**config.mk**
```make
export PLATFORM = sky130hd
export DESIGN_NAME = refc_bank
export DESIGN_NICKNAME = d
export VERILOG_FILES = /design/src/rtl/refc_pkg.sv /design/src/rtl/refc_coef_pair.sv /design/src/rtl/refc_bank.sv
export SDC_FILE = /design/constraint.sdc
export NUM_CORES = 1
export LEC_CHECK = 0
export BUFFER_PORTS_ARGS = -buffer_cell sky130_fd_sc_hd__buf_2
export CORE_UTILIZATION = 40
export DETAILED_ROUTE_END_ITERATION = 6
export SETUP_SLACK_MARGIN = 0.3
export SYNTH_ARGS = -nofsm -noshare
export SYNTH_HDL_FRONTEND = slang
export SYNTH_SLANG_ARGS = --single-unit
```
**constraint.sdc**
```tcl
create_clock -name aclk -period 3.26 [get_ports aclk]
set_input_delay 0.163 -clock aclk [delete_from_list [all_inputs] [get_ports aclk]]
set_output_delay 0.163 -clock aclk [all_outputs]
set_load 0.01 [all_outputs]
```
**src/rtl/refc_pkg.sv**
```systemverilog
// Purpose: Shared constants for the right-channel effects filter coefficient bank
// Assumes: AXI4-Lite, 32-bit data, one byte register per aligned word
// Notes:   Register indices are byte-wide; the bus address is four times the index
package refc_pkg;

    // Register indices, bus address is index * 4
    localparam logic [7:0] IDX_NUM_FOUR_HIGH = 8'h23;
    localparam logic [7:0] IDX_NUM_FOUR_LOW  = 8'h24;
    localparam logic [7:0] IDX_NUM_FIVE_HIGH = 8'h25;
    localparam logic [7:0] IDX_NUM_FIVE_LOW  = 8'h26;
    localparam logic [7:0] IDX_DEN_ONE_HIGH  = 8'h27;
    localparam logic [7:0] IDX_DEN_ONE_LOW   = 8'h28;
    localparam logic [7:0] IDX_DEN_TWO_HIGH  = 8'h29;
    localparam logic [7:0] IDX_DEN_TWO_LOW   = 8'h2A;

    // Bank geometry
    localparam int          NUM_REGS   = 8;
    localparam int          SLOT_W     = 3;
    localparam int          ADDR_W     = 8;
    localparam int          DATA_W     = 32;
    localparam int          BYTE_W     = 8;
    localparam int          COEF_W     = 16;
    localparam logic [1:0]  ALIGN_BITS = 2'h0;

    // Reset values
    localparam logic [7:0] RST_NUM_FOUR_HIGH = 8'h96;
    localparam logic [7:0] RST_NUM_FOUR_LOW  = 8'h66;
    localparam logic [7:0] RST_NUM_FIVE_HIGH = 8'h67;
    localparam logic [7:0] RST_NUM_FIVE_LOW  = 8'h5D;
    localparam logic [7:0] RST_DEN_ONE_HIGH  = 8'h7D;
    localparam logic [7:0] RST_DEN_ONE_LOW   = 8'h83;
    localparam logic [7:0] RST_DEN_TWO_HIGH  = 8'h84;
    localparam logic [7:0] RST_DEN_TWO_LOW   = 8'hEE;

    // Response codes
    localparam logic [1:0] RESP_OKAY   = 2'h0;
    localparam logic [1:0] RESP_SLVERR = 2'h2;

endpackage // refc_pkg

```
**src/rtl/refc_coef_pair.sv**
```systemverilog
// Purpose: Join one coefficient's upper and lower byte into a signed word
// Assumes: Bytes come straight from the register bank flops
// Notes:   One cycle of latency from register to coefficient output
`timescale 1ns/1ns
module refc_coef_pair (
    // Clock and reset
    input  wire logic                                 aclk,
    input  wire logic                                 aresetn,
    // Byte inputs
    input  wire logic [refc_pkg::BYTE_W-1:0]          high_byte,
    input  wire logic [refc_pkg::BYTE_W-1:0]          low_byte,
    input  wire logic [refc_pkg::COEF_W-1:0]          rst_word,
    // Coefficient out
    output logic signed [refc_pkg::COEF_W-1:0]        coef_q
);

    // Register the joined word so the datapath sees a clean flop
    // Reset loads the reset word, so no zero coefficient leaks out after release
    always_ff @(posedge aclk) begin
        if (!aresetn) begin
            coef_q <= $signed(rst_word);
        end else begin
            coef_q <= $signed({high_byte, low_byte});
        end
    end

endmodule // refc_coef_pair

```
**src/rtl/refc_bank.sv**
```systemverilog
// Purpose: Right-channel effects filter coefficient registers on AXI4-Lite
// Assumes: Single clock aclk at 250 MHz, synchronous active-low reset
// Notes:   Eight byte registers, four signed 16-bit coefficients out
//
// Chosen here: the AXI4-Lite slave port.
`timescale 1ns/1ns
module refc_bank (
    // Clock and reset
    input  wire logic                                   aclk,
    input  wire logic                                   aresetn,
    // AXI4-Lite write address
    input  wire logic                                   s_axi_awvalid,
    output logic                                        s_axi_awready,
    input  wire logic [refc_pkg::ADDR_W-1:0]            s_axi_awaddr,
    input  wire logic [2:0]                             s_axi_awprot,
    // AXI4-Lite write data
    input  wire logic                                   s_axi_wvalid,
    output logic                                        s_axi_wready,
    input  wire logic [refc_pkg::DATA_W-1:0]            s_axi_wdata,
    input  wire logic [3:0]                             s_axi_wstrb,
    // AXI4-Lite write response
    output logic                                        s_axi_bvalid,
    input  wire logic                                   s_axi_bready,
    output logic [1:0]                                  s_axi_bresp,
    // AXI4-Lite read address
    input  wire logic                                   s_axi_arvalid,
    output logic                                        s_axi_arready,
    input  wire logic [refc_pkg::ADDR_W-1:0]            s_axi_araddr,
    input  wire logic [2:0]                             s_axi_arprot,
    // AXI4-Lite read data
    output logic                                        s_axi_rvalid,
    input  wire logic                                   s_axi_rready,
    output logic [refc_pkg::DATA_W-1:0]                 s_axi_rdata,
    output logic [1:0]                                  s_axi_rresp,
    // Coefficients to filter datapath
    output logic signed [refc_pkg::COEF_W-1:0]          numerator_coeff_four,
    output logic signed [refc_pkg::COEF_W-1:0]          numerator_coeff_five,
    output logic signed [refc_pkg::COEF_W-1:0]          denominator_coeff_one,
    output logic signed [refc_pkg::COEF_W-1:0]          denominator_coeff_two
);

    // Decode: hit flag and slot from a byte address
    function automatic logic [refc_pkg::SLOT_W:0] decode(
        input logic [refc_pkg::ADDR_W-1:0] addr
    );
        logic [refc_pkg::ADDR_W-1:0] idx;
        logic [refc_pkg::ADDR_W-1:0] off;
        idx = {2'h0, addr[refc_pkg::ADDR_W-1:2]};
        off = idx - refc_pkg::IDX_NUM_FOUR_HIGH;
        decode = {(addr[1:0] == refc_pkg::ALIGN_BITS)
                  && (idx >= refc_pkg::IDX_NUM_FOUR_HIGH)
                  && (idx <= refc_pkg::IDX_DEN_TWO_LOW),
                  off[refc_pkg::SLOT_W-1:0]};
    endfunction

    // Slot map, byte address = index * 4:
    //   slot 0  0x8C  numerator four, upper byte
    //   slot 1  0x90  numerator four, lower byte
    //   slot 2  0x94  numerator five, upper byte
    //   slot 3  0x98  numerator five, lower byte
    //   slot 4  0x9C  denominator one, upper byte
    //   slot 5  0xA0  denominator one, lower byte
    //   slot 6  0xA4  denominator two, upper byte
    //   slot 7  0xA8  denominator two, lower byte
    // Anything else, or an address with low bits set, answers an error

    // Byte storage, slot 0 is numerator four upper byte
    logic [refc_pkg::BYTE_W-1:0]  regs_q [refc_pkg::NUM_REGS];

    // Write and read channel holding state
    logic                             aw_held_q;
    logic                             w_held_q;
    logic [refc_pkg::ADDR_W-1:0]      awaddr_q;
    logic [refc_pkg::BYTE_W-1:0]      wbyte_q;
    logic                             wlane_q;
    logic                             bvalid_q;
    logic [1:0]                       bresp_q;
    logic                             rvalid_q;
    logic [refc_pkg::DATA_W-1:0]      rdata_q;
    logic [1:0]                       rresp_q;
    logic                             wr_go;
    logic [refc_pkg::SLOT_W:0]        wr_dec;
    logic [refc_pkg::SLOT_W:0]        rd_dec;
    logic                             unused_prot;

    // Handshake readies; one write and one read in flight at most
    assign s_axi_awready = !aw_held_q && !bvalid_q;
    assign s_axi_wready  = !w_held_q && !bvalid_q;
    assign s_axi_arready = !rvalid_q;
    assign s_axi_bvalid  = bvalid_q;
    assign s_axi_bresp   = bresp_q;
    assign s_axi_rvalid  = rvalid_q;
    assign s_axi_rdata   = rdata_q;
    assign s_axi_rresp   = rresp_q;
    assign unused_prot   = ^{s_axi_awprot, s_axi_arprot, s_axi_wstrb[3:1],
                             s_axi_wdata[refc_pkg::DATA_W-1:refc_pkg::BYTE_W]};

    // Commit once both address and data are held
    // Gating on bvalid keeps a second store out until the answer retires
    assign wr_go  = aw_held_q && w_held_q && !bvalid_q;
    assign wr_dec = decode(awaddr_q);
    assign rd_dec = decode(s_axi_araddr);

    // Capture write address, order-free against write data
    always_ff @(posedge aclk) begin
        if (!aresetn) begin
            aw_held_q <= 1'b0;
            awaddr_q  <= '0;
        end else if (s_axi_awvalid && s_axi_awready) begin
            aw_held_q <= 1'b1;
            awaddr_q  <= s_axi_awaddr;
        end else if (wr_go) begin
            aw_held_q <= 1'b0;
        end
    end

    // Capture write data; only lane 0 carries a register byte
    always_ff @(posedge aclk) begin
        if (!aresetn) begin
            w_held_q <= 1'b0;
            wbyte_q  <= '0;
            wlane_q  <= 1'b0;
        end else if (s_axi_wvalid && s_axi_wready) begin
            w_held_q <= 1'b1;
            wbyte_q  <= s_axi_wdata[refc_pkg::BYTE_W-1:0];
            wlane_q  <= s_axi_wstrb[0];
        end else if (wr_go) begin
            w_held_q <= 1'b0;
        end
    end

    // Register bank with documented reset values
    always_ff @(posedge aclk) begin
        if (!aresetn) begin
            regs_q[0] <= refc_pkg::RST_NUM_FOUR_HIGH;
            regs_q[1] <= refc_pkg::RST_NUM_FOUR_LOW;
            regs_q[2] <= refc_pkg::RST_NUM_FIVE_HIGH;
            regs_q[3] <= refc_pkg::RST_NUM_FIVE_LOW;
            regs_q[4] <= refc_pkg::RST_DEN_ONE_HIGH;
            regs_q[5] <= refc_pkg::RST_DEN_ONE_LOW;
            regs_q[6] <= refc_pkg::RST_DEN_TWO_HIGH;
            regs_q[7] <= refc_pkg::RST_DEN_TWO_LOW;
        end else if (wr_go && wr_dec[refc_pkg::SLOT_W] && wlane_q) begin
            regs_q[wr_dec[refc_pkg::SLOT_W-1:0]] <= wbyte_q;
        end
    end

    // Write response; unmapped or misaligned gets SLVERR
    always_ff @(posedge aclk) begin
        if (!aresetn) begin
            bvalid_q <= 1'b0;
            bresp_q  <= refc_pkg::RESP_OKAY;
        end else if (wr_go) begin
            bvalid_q <= 1'b1;
            bresp_q  <= wr_dec[refc_pkg::SLOT_W] ? refc_pkg::RESP_OKAY
                                                 : refc_pkg::RESP_SLVERR;
        end else if (s_axi_bready) begin
            bvalid_q <= 1'b0;
        end
    end

    // Read path, one cycle after the address is taken
    // Address decoded straight off the bus, so no read address flop
    always_ff @(posedge aclk) begin
        if (!aresetn) begin
            rvalid_q <= 1'b0;
            rdata_q  <= '0;
            rresp_q  <= refc_pkg::RESP_OKAY;
        end else if (s_axi_arvalid && s_axi_arready) begin
            rvalid_q <= 1'b1;
            if (rd_dec[refc_pkg::SLOT_W]) begin
                rdata_q <= {24'h000000, regs_q[rd_dec[refc_pkg::SLOT_W-1:0]]};
                rresp_q <= refc_pkg::RESP_OKAY;
            end else begin
                rdata_q <= '0;
                rresp_q <= refc_pkg::RESP_SLVERR;
            end
        end else if (s_axi_rready) begin
            rvalid_q <= 1'b0;
        end
    end

    // Coefficient joiners feed the filter datapath
    refc_coef_pair u_num_four (
        .aclk      (aclk),
        .aresetn   (aresetn),
        .high_byte (regs_q[0]),
        .low_byte  (regs_q[1]),
        .rst_word  ({refc_pkg::RST_NUM_FOUR_HIGH, refc_pkg::RST_NUM_FOUR_LOW}),
        .coef_q    (numerator_coeff_four)
    );
    refc_coef_pair u_num_five (
        .aclk      (aclk),
        .aresetn   (aresetn),
        .high_byte (regs_q[2]),
        .low_byte  (regs_q[3]),
        .rst_word  ({refc_pkg::RST_NUM_FIVE_HIGH, refc_pkg::RST_NUM_FIVE_LOW}),
        .coef_q    (numerator_coeff_five)
    );
    refc_coef_pair u_den_one (
        .aclk      (aclk),
        .aresetn   (aresetn),
        .high_byte (regs_q[4]),
        .low_byte  (regs_q[5]),
        .rst_word  ({refc_pkg::RST_DEN_ONE_HIGH, refc_pkg::RST_DEN_ONE_LOW}),
        .coef_q    (denominator_coeff_one)
    );
    refc_coef_pair u_den_two (
        .aclk      (aclk),
        .aresetn   (aresetn),
        .high_byte (regs_q[6]),
        .low_byte  (regs_q[7]),
        .rst_word  ({refc_pkg::RST_DEN_TWO_HIGH, refc_pkg::RST_DEN_TWO_LOW}),
        .coef_q    (denominator_coeff_two)
    );
endmodule // refc_bank

```
==> results.toml <==
[cts]
clock-sinks = 159
clk_path_buf_depth = 2
cts_setup_buffers = 0
clk_latency_ns = 0.43
cts_buffers = 17
h-tree-depth = 4
clockRootBuffer = "clkbuf_16"
cts_tree = "built"
clk_pin_slew_worst_paths_ns = 0.07

[critical_path]
crit_required_ns = 3.35
crit_path_start_kind = "flop"
crit_path_end_kind = "flop"
reg2reg_depth = 5
crit_path_start = "awaddr_q[2]"
arrival_ns = 2.67
crit_fanout = 9
r2r-start = "awaddr_q[2]"
path_class = "flop to flop"

[floorplan]
fp.dieH_um = 127
dieWidth_um = 127
core_mm2 = 0.0151
rows = 45
dieArea_mm2 = 0.0160
io-pin-count = 170
start_util = 0.410

[global_routing]
grt_pass1_vias = 3979
grt_antenna_before_repair = 0
grt_pass1_wl_um = 21000
grt_overflow = 0
grtUsageTotal = 0.178
grt_max_degree = 98

[min_path]
min_from = "s_axi_awaddr[1]"
hold_depth = 3
hp-class = "primary input to flop"

[finish]
final_cell_mix = "buf_2, dfxtp_1, nand2_1, edfxtp_1, nand2b_1"
diodes = 0
final_common_cell = "buf_2"
nets = 712
final_layout_size_suffix_gt1_frac = 0.274
instances_no_fill = 844
fin_area_mm2 = 0.00762
area_delta_synth_final_pct = 22.7

[timing]
setup_viol = 0
final.setup.tns_ns = 0
relSlewSlack = 0.426
fin_skew_ns = 0.0100
fin_ws_ns = 0.684
hold_viol = 0
max_freq_mhz = 388
post-route-period-util = 0.790
slew_violations = 0
worstMarginPinSlew_ns = 0.861
rsz0062_at_grt = "no"
period_needed_ns = 2.58

[routing]
drc_errors = 0
highest_layer = "met4"
routed_wirelength_um = 13400
drtIter0Drc = 233
wl_met3_um = 930
wl_per_cell_um = 15.9
viasPerCell = 4.74
ant_nets = 0
met1_length_um = 5880
dr.pass1.iters = 4
wl_met2_um = 6390
via_count = 4000

[place]
portBuffers = 110
dpl_cell_area_mm2 = 0.00688
dp_cells = 794
pre_cts_ws_ns = 0.696
gp_congestion = 0.771
dpl.hpwl_um = 9380

[logic_synthesis]
synth_top_cell_by_area = "edfxtp_1"
synth_area_mm2 = 0.00621
syn_inst = 508
ys_seq_elements = 159
ys_types = 44
synthFlopType = "dfxtp_1"
syn_avg_cell_area_um2 = 12.2
yosysWarnings = 0
synth_area_leaders = "edfxtp_1, dfxtp_1, mux4_2"
synth_top_area_share = 0.310
synth_edf_count = 64
async_flop_share = 0
ys_seq_area_frac = 0.616

[status]
status = "complete, no violations"

[power_and_ir_drop]
irDropWorstVdd_mv = 0.404
p_per_area_mw_per_mm2 = 566
leakagePower_nw = 2.92

[run]
max-cap-violations = 0
==> registers in the layout, indices dropped and copies added, names as in the netlist <==
| name | flops |
|---|---|
| u_den_one.coef_q | 16 |
| w_held_q | 1 |
| u_den_two.coef_q | 16 |
| regs_q | 64 |
| s_axi_bvalid | 1 |
| awaddr_q | 8 |
| wlane_q | 1 |
| s_axi_rdata | 8 |
| aw_held_q | 1 |
| wbyte_q | 8 |
| u_num_five.coef_q | 16 |
| s_axi_bresp | 1 |
| s_axi_rvalid | 1 |
| u_num_four.coef_q | 16 |
| s_axi_rresp | 1 |
==> worst max-delay path, cell delays in order (launching register included) <==
cell     delay, ns
dfxtp_1       0.41
inv_1         0.12
ha_1          0.51
inv_1         0.16
or4_1         0.69
nand2_1       0.34
==> repair_timing <==
action                    in CTS  in global routing
hold endpoints to repair      17                  0
resized for setup              0                  0
hold buffers                  18                  0
==> logic make-up (layout without fill, tap and decap cells) <==
group,count (synthesis),count (layout),share of synthesized area
and+or+nand+nor,225,225,0.209
DFF,159,159,0.616
buffers and inverters,55,178,0.0500
AOI/OAI and AO/OA,38,38,0.0407
muxes,24,24,0.0710
adders and majority gates,4,4,0.00806
xor gates and xnor gates,2,2,0.00403
other,1,26,0.000604
==> final timing paths <==
| path | to | slack, ns |
|---|---|---|
| max reg2reg | regs_q[4][6] | 0.68 |
| min reg2reg | u_den_two.coef_q[10] | 0.45 |
| max | regs_q[4][6] | 0.68 |
| min | awaddr_q[1] | 0.009 |
==> cell type report <==
cell class              count  area (um^2)
flip-flops and latches    159         3820
inverters                   9         33.8
clock inverters            10         73.8
multi-input cells         319         2170
clock buffers              22          487
repair buffers            137          798
well taps                 188          235
fillers                  1389         7530
==> power breakdown <==
part	leakage [nW]	total (W)	switching (W)	internal [W]
Sequential	1.31	0.00215	0.0000400	0.00211
Clock	0.273	0.00186	0.000787	0.00107
Combinational	1.33	0.000302	0.000174	0.000128
==> synth_stat cells (2+ instances only) <==
cell type and count:
buf_4 26, and2_1 47, nand2b_1 53, or2_1 5, a21boi_0 20, inv_2 2
edfxtp_1 64, or3_1 3, nand2_1 66, nand3_2 2, ha_1 4, nor3_1 7
nand4_1 2, mux4_2 16, o21ai_0 14, clkbuf_1 14, nor3_2 2, nor4_2 3
nor2b_1 2, nor2_1 8, inv_1 7, mux2i_1 8, nand3_1 3, and3_1 11
buf_2 5, dfxtp_1 95, nor4_1 2
==> stage by stage <==
stage                     power [W]  utilization  hold WS [ns]
after floorplan             0.00240            -         0.301
after global placement      0.00248        0.454         0.406
after detailed placement    0.00248        0.454         0.423
after CTS                   0.00435        0.503      0.000438
after global routing        0.00447        0.503        0.0149
final                       0.00431        0.503       0.00859
==> layer usage <==
metal,up-vias,global-route usage
met5,-,0
met2,153,0.287
li1,1959,-
met3,15,0.0565
met4,0,0.0617
met1,1873,0.227
No activity file was read; power rests on OpenSTA's default activity.
